File: src/rtl/sdm_pkg.sv
// Shared constants for the sigma delta modulator and sinc3 decimator.
// Assumes a single 200 MHz system clock; one modulator sample per sample strobe.
//
// Contract
// - Difference is input minus previous feedback, integrated.
// - Positive sum gives bit 1; feedback plus/minus one.
// - Input three eighths repeats every sixteen samples.
// - Feedback average tracks the applied input.
// - Back-end filter is recursive (integrators, then combs) with built-in decimation.
// - One filtered word per decimation period emitted.
// - Third-order sinc comb from integrators and combs.
// - Decimation ratio accepted from 10 through 2000.
// - Ratio places first notch between 10Hz and 2kHz.
package sdm_pkg;

    // ************************************************************
    // Input sample format
    // ************************************************************
    // Input is signed fixed point: ONE_LSB counts represent +1.0.
    localparam int IN_WIDTH  = 16;
    localparam int FRAC_BITS = 12;

    // ************************************************************
    // Decimation limits and widths
    // ************************************************************
    localparam int RATIO_MIN   = 10;
    localparam int RATIO_MAX   = 2000;
    localparam int RATIO_WIDTH = 11;
    // Sinc3 growth is 3*log2(2000) < 33 bits; one sign bit plus margin.
    localparam int CIC_ORDER   = 3;
    localparam int ACC_WIDTH   = 36;
    // Output word holds the full comb result.
    localparam int OUT_WIDTH   = ACC_WIDTH;

    // ************************************************************
    // Reset values and FIFO depth
    // ************************************************************
    localparam logic [RATIO_WIDTH-1:0] RATIO_RESET = 11'h040;
    localparam int FIFO_DEPTH = 4;

endpackage

File: src/rtl/sigma_delta_mod_decimator.sv
// First-order sigma delta modulator loop feeding a sinc3 decimator and FIFO.
// Assumes the sample source and word consumer share sys_clk.
`timescale 1ns/1ps
`default_nettype none
module sigma_delta_mod_decimator
    import sdm_pkg::*;
#(
    parameter int IW = IN_WIDTH,
    parameter int FB = FRAC_BITS,
    parameter int RW = RATIO_WIDTH,
    parameter int DEPTH = FIFO_DEPTH
) (
    input  wire logic                 sys_clk,
    input  wire logic                 rst_b,
    input  wire logic                 sample_valid,
    output logic                      sample_ready,
    input  wire logic signed [IW-1:0] sample_in,
    input  wire logic        [RW-1:0] dec_ratio,
    output logic                      mod_bit,
    output logic signed [1:0]         mod_feedback,
    output logic                      ratio_error,
    output logic                      word_valid,
    input  wire logic                 word_ready,
    output logic        [OUT_WIDTH-1:0] word_data
);
    // ************************************************************
    // Parameter checks
    // ************************************************************
    initial begin
        if (FB >= IW - 2) $error("Input needs headroom above +/-1 for the loop sum.");
        if (RW < 11) $error("Ratio width must hold 2000.");
    end

    localparam logic signed [IW+1:0] ONE_LSB = (IW+2)'(1) << FB;

    // ************************************************************
    // Modulator loop state
    // ************************************************************
    logic signed [IW+1:0] integ_sum;       // Integrator sum.
    logic signed [IW+1:0] next_integ_sum;
    logic signed [1:0]    next_feedback;   // -1, 0 (reset), or +1.
    logic                 next_mod_bit;
    logic signed [IW+1:0] loop_diff;       // Input minus last feedback.
    logic signed [IW+1:0] fb_scaled;
    logic                 ratio_ok;        // Ratio inside 10..2000.
    logic [RW-1:0]        ratio_held;      // Ratio used by the filter.
    logic [RW-1:0]        next_ratio_held;
    logic                 step;            // A sample is taken this cycle.
    logic                 fifo_ready;
    logic                 dec_valid;
    logic [OUT_WIDTH-1:0] dec_word;

    // The loop stalls while the FIFO is full, so back-pressure reaches the source.
    assign sample_ready = fifo_ready;
    assign step         = sample_valid && fifo_ready;

    // Out-of-range settings are refused; the last good ratio stays in use.
    assign ratio_ok    = (dec_ratio >= RW'(RATIO_MIN)) && (dec_ratio <= RW'(RATIO_MAX));
    assign ratio_error = !ratio_ok;

    // Feedback in input scale: +1 and -1 map to plus or minus ONE_LSB.
    always_comb begin
        case (mod_feedback)
            2'sb01:  fb_scaled = ONE_LSB;
            2'sb11:  fb_scaled = -ONE_LSB;
            default: fb_scaled = '0;
        endcase
    end

    // Difference, integration and one-bit quantisation.
    always_comb begin
        loop_diff       = (IW+2)'(sample_in) - fb_scaled;
        next_integ_sum  = integ_sum;
        next_mod_bit    = mod_bit;
        next_feedback   = mod_feedback;
        next_ratio_held = ratio_ok ? dec_ratio : ratio_held;
        if (step) begin
            next_integ_sum = integ_sum + loop_diff;
            // Zero or negative sums give 0, so an input of 3/8 settles to a period-16 pattern.
            // The stored sum is tested, so the bit always agrees with the wrapped integrator.
            next_mod_bit   = next_integ_sum > (IW+2)'(0);
            next_feedback  = next_mod_bit ? 2'sb01 : 2'sb11;
        end
    end

    // Register the loop state; the first sample sees zero feedback.
    always_ff @(posedge sys_clk or negedge rst_b) begin
        if (!rst_b) begin
            integ_sum    <= '0;
            mod_bit      <= 1'b0;
            mod_feedback <= 2'sb00;
            ratio_held   <= RATIO_RESET;
        end else begin
            integ_sum    <= next_integ_sum;
            mod_bit      <= next_mod_bit;
            mod_feedback <= next_feedback;
            ratio_held   <= next_ratio_held;
        end
    end

    // ************************************************************
    // Decimation filter
    // ************************************************************
    // Notch sits at sample rate / ratio; 10..2000 covers 10Hz..2kHz for the chosen rate.
    sinc3_decimator #(
        .AW (OUT_WIDTH),
        .RW (RW)
    ) u_dec (
        .sys_clk    (sys_clk),
        .rst_b      (rst_b),
        .bit_valid  (step),
        .bit_in     (next_mod_bit),
        .ratio      (ratio_held),
        .word_valid (dec_valid),
        .word       (dec_word)
    );

    // ************************************************************
    // Output buffering
    // ************************************************************
    // A word arrives at most once per ten steps, and steps need a free slot, so none is lost.
    word_fifo #(
        .WIDTH (OUT_WIDTH),
        .DEPTH (DEPTH)
    ) u_fifo (
        .sys_clk   (sys_clk),
        .rst_b     (rst_b),
        .in_valid  (dec_valid),
        .in_ready  (fifo_ready),
        .in_data   (dec_word),
        .out_valid (word_valid),
        .out_ready (word_ready),
        .out_data  (word_data)
    );
endmodule
`default_nettype wire

File: src/rtl/sinc3_decimator.sv
// Third-order cascaded integrator-comb decimator on a one-bit stream.
// Assumes bit_valid strobes once per modulator sample on the system clock.
`timescale 1ns/1ps
`default_nettype none
module sinc3_decimator
    import sdm_pkg::*;
#(
    parameter int AW = ACC_WIDTH,
    parameter int RW = RATIO_WIDTH
) (
    input  wire logic          sys_clk,
    input  wire logic          rst_b,
    input  wire logic          bit_valid,
    input  wire logic          bit_in,
    input  wire logic [RW-1:0] ratio,
    output logic               word_valid,
    output logic      [AW-1:0] word
);
    // ************************************************************
    // Integrator and comb state
    // ************************************************************
    initial begin
        if (AW < 34) $error("sinc3_decimator AW too narrow for ratio 2000.");
    end

    logic [AW-1:0] integ [CIC_ORDER];      // Integrator chain.
    logic [AW-1:0] comb_dly [CIC_ORDER];   // Comb delay elements.
    logic [AW-1:0] next_integ [CIC_ORDER];
    logic [AW-1:0] next_comb_dly [CIC_ORDER];
    logic [AW-1:0] stage [CIC_ORDER+1];    // Comb stage inputs and output.
    logic [RW-1:0] phase;                  // Position within one period.
    logic [RW-1:0] next_phase;
    logic          dump;                   // Last sample of the period.
    logic          next_word_valid;
    logic [AW-1:0] next_word;

    // Bit 1 weighs +1, bit 0 weighs -1, as the modulator feedback does.
    assign dump = bit_valid && (phase >= ratio - RW'(1));

    // Integrators, comb subtractions and period counter.
    always_comb begin
        next_phase = phase;
        if (bit_valid) begin
            next_phase = dump ? '0 : phase + RW'(1);
        end
        stage[0] = integ[CIC_ORDER-1];
        for (int k = 0; k < CIC_ORDER; k++) begin
            next_integ[k]    = integ[k];
            next_comb_dly[k] = comb_dly[k];
            stage[k+1]       = stage[k] - comb_dly[k];
            if (bit_valid) begin
                // Wraparound sums; the comb differences recover the true value.
                // The index is clamped so stage 0 never names a stage below the chain.
                if (k == 0) begin
                    next_integ[k] = integ[k] + (bit_in ? AW'(1) : {AW{1'b1}});
                end else begin
                    next_integ[k] = integ[k] + integ[(k > 0) ? k - 1 : 0];
                end
            end
            if (dump) begin
                next_comb_dly[k] = stage[k];
            end
        end
        next_word_valid = dump;
        next_word       = dump ? stage[CIC_ORDER] : word;
    end

    // Register all filter state.
    always_ff @(posedge sys_clk or negedge rst_b) begin
        if (!rst_b) begin
            for (int k = 0; k < CIC_ORDER; k++) begin
                integ[k]    <= '0;
                comb_dly[k] <= '0;
            end
            phase      <= '0;
            word_valid <= 1'b0;
            word       <= '0;
        end else begin
            integ      <= next_integ;
            comb_dly   <= next_comb_dly;
            phase      <= next_phase;
            word_valid <= next_word_valid;
            word       <= next_word;
        end
    end
endmodule
`default_nettype wire

File: src/rtl/word_fifo.sv
// A small synchronous FIFO for decimated words.
// Assumes a single clock and an asynchronous active-low reset.
`timescale 1ns/1ps
`default_nettype none
module word_fifo #(
    parameter int WIDTH = 36,
    parameter int DEPTH = 4
) (
    input  wire logic             sys_clk,
    input  wire logic             rst_b,
    input  wire logic             in_valid,
    output logic                  in_ready,
    input  wire logic [WIDTH-1:0] in_data,
    output logic                  out_valid,
    input  wire logic             out_ready,
    output logic      [WIDTH-1:0] out_data
);
    // ************************************************************
    // Storage and pointers
    // ************************************************************
    localparam int AW = (DEPTH > 1) ? $clog2(DEPTH) : 1;
    // Full count needs AW+1 bits; casting to AW bits first would wrap DEPTH to zero.
    localparam logic [AW:0] DEPTH_C = (AW+1)'(DEPTH);

    initial begin
        if (DEPTH < 2 || (DEPTH & (DEPTH - 1)) != 0) $error("word_fifo DEPTH must be a power of two >= 2.");
    end

    logic [WIDTH-1:0] mem [DEPTH];   // Word storage.
    logic [AW-1:0]    rd_ptr;        // Read index.
    logic [AW-1:0]    wr_ptr;        // Write index.
    logic [AW:0]      count;         // Words held.
    logic [AW-1:0]    next_rd_ptr;
    logic [AW-1:0]    next_wr_ptr;
    logic [AW:0]      next_count;
    logic             push;
    logic             pop;

    // Honest flags straight from the count.
    assign in_ready  = (count != DEPTH_C);
    assign out_valid = (count != '0);
    assign out_data  = mem[rd_ptr];
    assign push      = in_valid && in_ready;
    assign pop       = out_valid && out_ready;

    // Next pointer and count values.
    always_comb begin
        next_wr_ptr = push ? wr_ptr + AW'(1) : wr_ptr;
        next_rd_ptr = pop ? rd_ptr + AW'(1) : rd_ptr;
        next_count  = count;
        if (push && !pop) begin
            next_count = count + (AW+1)'(1);
        end else if (pop && !push) begin
            next_count = count - (AW+1)'(1);
        end
    end

    // Register pointers and count.
    always_ff @(posedge sys_clk or negedge rst_b) begin
        if (!rst_b) begin
            rd_ptr <= '0;
            wr_ptr <= '0;
            count  <= '0;
        end else begin
            rd_ptr <= next_rd_ptr;
            wr_ptr <= next_wr_ptr;
            count  <= next_count;
        end
    end

    // Storage needs no reset; only written entries are ever read.
    always_ff @(posedge sys_clk) begin
        if (push) begin
            mem[wr_ptr] <= in_data;
        end
    end
endmodule
`default_nettype wire

File: config.mk
export PLATFORM = sky130hd
export DESIGN_NAME = sigma_delta_mod_decimator
export DESIGN_NICKNAME = d
export VERILOG_FILES = /design/src/rtl/sdm_pkg.sv /design/src/rtl/sigma_delta_mod_decimator.sv /design/src/rtl/sinc3_decimator.sv /design/src/rtl/word_fifo.sv
export SDC_FILE = /design/constraint.sdc
export NUM_CORES = 1
export LEC_CHECK = 0
export ABC_AREA = 1
export BUFFER_PORTS_ARGS = -buffer_cell sky130_fd_sc_hd__buf_2
export CAP_MARGIN = 20
export CORE_ASPECT_RATIO = 1.25
export CORE_MARGIN = 10
export CORE_UTILIZATION = 35
export CTS_CLUSTER_SIZE = 14
export DETAILED_ROUTE_END_ITERATION = 7
export PLACE_DENSITY = 0.49
export SLEW_MARGIN = 10
export SYNTH_ARGS = -nofsm -noshare
export SYNTH_HDL_FRONTEND = slang
export SYNTH_SLANG_ARGS = --single-unit
File: constraint.sdc
create_clock -name sys_clk -period 6.05 [get_ports sys_clk]
set_input_delay 0.605 -clock sys_clk [delete_from_list [all_inputs] [get_ports sys_clk]]
set_output_delay 0.605 -clock sys_clk [all_outputs]
set_load 0.005 [all_outputs]
* After elaboration in Yosys (flattened, before gate mapping) *
Memory sizes are Yosys's and may differ from the RTL's.
Cells that the tools add are included.
W data, S select, Z words.

word-level totals
  register bits = 303
  bits in writable memories = 144
  input bits = 31
  output and inout port bits = 42
  memories kept = 1

operators by class
  add/subtract/negate cells = 14
  magnitude comparators = 4
  eq/ne operators = 3
  multiplexer cells = 9
  reductions and logical operators = 12

memory list
  name        depth  width  read ports  clocked after memory_dff  write ports  RTL line         source
  u_fifo.mem  4      36     1           0                         1            word_fifo.sv:29  logic [WIDTH-1:0] mem [DEPTH];

operator list
  operator                 number
  $add A36 B36 Y36         3
  $sub A36 B36 Y36         3
  $mux W36                 1
  $pmux W18 S2             1
  $add A18 B18 Y18         1
  $gt A18 B1 Y1 const B    1
  $sub A16 B18 Y18         1
  $add A11 B1 Y11 const B  1
  $ge A11 B11 Y1           1
  $ge A11 B4 Y1 const B    1
  $le A11 B11 Y1 const B   1
  $mux W11                 1
  $sub A11 B1 Y11 const B  1
  $logic_and A1 B1 Y1      7
  $mux W3                  2
  $add A2 B1 Y2 const B    2
  $add A3 B1 Y3 const B    1
  $logic_not A1 Y1         3
  $mux W1                  3
  $ne A3 B3 Y1 const B     1
  $reduce_bool A3 Y1       1
  $sub A3 B1 Y3 const B    1
  $eq A2 B1 Y1 const B     1
  $eq A2 B2 Y1 const B     1
  other kinds (2)          2

* Logic depth before layout (Yosys ltp) *
  word-level depth = 8
  gate-level depth with buffers = 36
  gate-level depth less buffers = 36

* Cells and area by module *
A second synthesis with hierarchy kept.

second synthesis, totals
  cells, all modules = 4053
  area, all modules = 31731.7 um^2

modules (own cells, without submodules)
  module                     instances  cells each  area an instance (um^2)  sequential area each (um^2)
  sinc3_decimator            1          3147        22516.6                  6606.3
  word_fifo                  1          478         6397.4                   4499.3
  sigma_delta_mod_decimator  1          428         2817.7                   802.0

* Worst setup path after synthesis *
OpenSTA, ideal clock, no wires.

  kind = input -> register
  start point = in sample_in[12]
  end point = reg u_dec.integ[96] (netlist bit)
  arrival time = 4.857 ns
  slack = 1.075 ns
  cell stages on the path = 30
  cells stage by stage = inv_1 fa_1 inv_1 ha_1 nand2_1 nor4_1 nand2_1 nand2_1 nand2_1 nand2_1 nand2_1 nor2_2 nand4_2 nand2_1 nor2_1 inv_1 ha_1 a21oi_2 nand2_2 nand2_2 nand2_4 a21oi_4 inv_2 a21oi_2 inv_2 a21oi_2 o21bai_1 or2_0 nand3_1 nand2_1

on the way
  cells in the longest elaborated chain, start to end = 6

ends and longest elaborated chain
  item                    RTL line                         source
  start, declared         sigma_delta_mod_decimator.sv:17  input wire logic signed [IW-1:0] sample_in,
  $sub A16 B18 Y18        sigma_delta_mod_decimator.sv:72  loop_diff = (IW+2)'(sample_in) - fb_scaled;
  $add A18 B18 Y18        sigma_delta_mod_decimator.sv:78  next_integ_sum = integ_sum + loop_diff;
  $gt A18 B1 Y1           sigma_delta_mod_decimator.sv:81  next_mod_bit = next_integ_sum > (IW+2)'(0);
  $mux W1                 sigma_delta_mod_decimator.sv:77  if (step) begin
  named net next_mod_bit  sigma_delta_mod_decimator.sv:42  logic next_mod_bit;
  $mux W36                sinc3_decimator.sv:55            next_integ[k] = integ[k] + (bit_in ? AW'(1) : {AW{1'b1}});
  $add A36 B36 Y36        sinc3_decimator.sv:55
  end signal, assigned    sinc3_decimator.sv:79            integ <= next_integ;
  end, declared           sinc3_decimator.sv:26            logic [AW-1:0] integ [CIC_ORDER];

The timed path passes the listed nets, and every way through them passes these cells.
A chain may end at the register's enable or synchronous reset.

==> results.sh <==
export IMPL_outcome="finished, final reports clean"
export IMPL_wl_mm=82.91
export IMPL_critical_path_most_common_cell="nand2_1"
export IMPL_synth_edf_count=144
export IMPL_avgSynthCellArea_um2=7.936
export IMPL_drt_iter0_markers=1086
export IMPL_port_buffers=72
export IMPL_synth_warnings=0
export IMPL_drive_above_1_share_pct=10.65
export IMPL_route_detailed_drc=0
export IMPL_yosys_area_top_type="dfrtp_1"
export IMPL_chipHeight_um=352.5
export IMPL_finalMaxSlewViolations=0
export IMPL_cts_tree="done"
export IMPL_syn2layout_area_growth_pct=12.86
export IMPL_ys_flop_type="dfrtp_1"
export IMPL_dp_hpwl_mm=64.60
export IMPL_synthCells=3900
export IMPL_path_class="reg2reg"
export IMPL_setup_slack_ns=0.3974
export IMPL_finalCriticalPeriod_ns=5.653
export IMPL_async_flop_share_pct=67.79
export IMPL_grt_total_usage_pct=16.30
export IMPL_fmax_mhz=176.9
export IMPL_finalHoldViolations=0
export IMPL_dieArea_mm2=0.1008
export IMPL_hold_class="in2reg"
export IMPL_worstPathArrival_ns=6.15
export IMPL_ys_types=71
export IMPL_cts_buffers=52
export IMPL_yosysSeqAreaShare_pct=38.47
export IMPL_fp_row_count=121
export IMPL_ys_ff_latch=447
export IMPL_cts_htree_levels=2
export IMPL_insertedDiodeCount=0
export IMPL_clockRootBuffer="clkbuf_16"
export IMPL_critPathMaxFanout=6
export IMPL_period_share_pct=93.43
export IMPL_ff_latch_area_mm2=0.01191
export IMPL_tightest_slew_ns=1.017
export IMPL_vias=25420
export IMPL_n_fill_cell=9157
export IMPL_io_pins=73
export IMPL_clk_path_buf_depth=3
export IMPL_nets=4286
export IMPL_antenna_left=0
export IMPL_grt_pass1_vias=26221
export IMPL_synthTopCellsByArea="dfrtp_1, edfxtp_1, ha_1, nand2_1, o21ai_0"
export IMPL_viasPerCell=4.893
export IMPL_setup_viol=0
export IMPL_overflow=0
export IMPL_synth_top_cell_area_share_pct=24.42
export IMPL_cts_sinks=447
export IMPL_multiInputGateArea_mm2=0.01723
export IMPL_dp_slack_ns=-0.2584
export IMPL_max_slew_margin_pct=31.59
export IMPL_gp_congestion=0.9093
export IMPL_drv_cap=0
export IMPL_end_kind="register"
export IMPL_first_pass_iters=5
export IMPL_start_kind="register"
export IMPL_core_mm2=0.08736
export IMPL_grt_max_degree=152
export IMPL_clk_pin_slew_ns=0.06
export IMPL_crit_slowest_cell="nor4_4"
export IMPL_finClkSkew_ns=0.02971
export IMPL_worstSkewPairLatency_ns=0.63
export IMPL_max_stage_delay_ns=0.42
export IMPL_antenna_found_initial=0
export IMPL_grt_pass1_wl_mm=135.1
export IMPL_wl_per_cell_um=15.96
export IMPL_die_x_um=286.0
export IMPL_initial_utilization_pct=35.43
export IMPL_syn_area_mm2=0.03095
export IMPL_critPathRequiredTime_ns=6.54
export IMPL_synth_nets=4199
synth_stat cells, drive strengths merged, types with 22 or more instances:
| cell | instances |
|---|---|
| o21bai | 22 |
| ha | 256 |
| or2 | 28 |
| clkbuf | 59 |
| nor2 | 390 |
| a21oi | 272 |
| xnor2 | 85 |
| xor2 | 94 |
| inv | 479 |
| nand4 | 31 |
| o22ai | 36 |
| buf | 25 |
| a31oi | 59 |
| nor3 | 22 |
| nand3 | 132 |
| o21ai | 442 |
| edfxtp | 144 |
| a21o | 35 |
| dfrtp | 302 |
| nand2 | 864 |
metal layers:
layer	GRT usage, %	wire (µm)
met1	17.68	33620
met2	31.01	43290
met3	1.938	2141
met4	7.171	3859
met5	0	0
per-stage QoR:
stage / utilization (%) / cell area [µm²] / TNS, ns / cells / hold WS [ns]
after floorplan: - / 30950 / 0 / 3900 / 0.3094
after global placement: 37.47 / 32730 / -0.2855 / 5087 / 0.4638
after detailed placement: 37.47 / 32730 / -0.4914 / 5087 / 0.4674
after CTS: 39.56 / 34560 / 0 / 5182 / 0.1837
after global routing: 39.98 / 34930 / -0.1184 / 5195 / 0.2146
final: 39.98 / 34930 / 0 / 5195 / 0.2349
cells by family (layout without fill, tap and decap cells):
group	after synthesis	in the layout	synth area share, %
AOI/OAI and AO/OA	935	935	17.66
DFF	447	447	38.47
adders and majority gates	268	268	11.13
muxes	2	2	0.07276
xor gates and xnor gates	179	179	5.138
and+or+nand+nor	1506	1506	20.57
buffers and inverters	563	690	6.957
sequential cells by signal (all words and copies together) (netlist names):
register,flops
u_fifo.mem,144
u_dec.comb_dly,108
u_dec.integ,108
u_dec.word,36
integ_sum,18
ratio_held,11
u_dec.phase,11
u_fifo.count,3
mod_feedback,2
u_fifo.rd_ptr,2
u_fifo.wr_ptr,2
mod_bit,1
u_dec.word_valid,1
area by class of cell:
type                       count  area share, %
clock buffer                  65          4.127
clock inverter                29          1.021
inverter                     479          5.162
multi-input combinational   2890          49.34
sequential                   447          34.10
tap                         1168          4.184
timing repair buffer         117          2.070
cells in the final DEF (no fill, tap or decap), types with 8 or more instances in the layout:
master	instances
nand2_1	819
inv_1	461
o21ai_0	374
nor2_1	364
dfrtp_1	301
ha_1	248
a21oi_1	229
edfxtp_1	144
nand3_1	120
xor2_1	89
xnor2_1	85
buf_2	71
a31oi_1	58
clkbuf_16	53
o21ai_1	47
buf_4	43
nand2_2	39
o22ai_1	36
a21oi_2	35
a21o_1	34
nand4_1	30
nor3_1	19
nor2_2	18
o21bai_1	18
o21ai_2	18
inv_2	17
o21a_1	17
or2_2	13
nand3b_1	12
nor4_1	12
fa_1	11
nand3_2	10
o221ai_1	9
nor2_4	8
a21oi_4	8
clkinvlp_4	8
critical path: cells and delay by family (launching register included):
family,cells,cell delay [ns]
flops,1,0.36
buf+inv,4,0.40
compound gates,9,1.22
fa+ha+maj,4,1.28
simple gates,13,1.89
xor+xnor,2,0.38
worst paths after layout:
path / from / to / slack [ns] / cells past startpoint
worst max-delay path: u_dec.integ[0]$_DFFE_PN0P_ / u_dec.word[35]$_DFFE_PN0P_ / 0.40 / 32
worst min-delay path: dec_ratio[6] / ratio_held[6]$_DFFE_PN1P_ / 0.23 / 3
worst max register to register: u_dec.integ[0]$_DFFE_PN0P_ / u_dec.word[35]$_DFFE_PN0P_ / 0.40 / 32
worst min register to register: integ_sum[5]$_DFFE_PN0P_ / integ_sum[5]$_DFFE_PN0P_ / 0.48 / 2
max in group asynchronous: rst_b / u_fifo.rd_ptr[0]$_DFFE_PN0P_ / 4.23 / 3
min in group asynchronous: rst_b / integ_sum[11]$_DFFE_PN0P_ / 0.55 / 2
what timing repair did:
action | CTS | global route
endpoints found under the hold margin | 7 | 0
hold buffers | 1 | 0
resized for setup | 4 | 62
setup buffers | 0 | 13
endpoints found under the setup margin | 3 | 5
pin swaps | 0 | 22
Power is left out: the tool's default activity adds up to more than one toggle a clock period on the data nets, which glitch-free logic cannot reach.
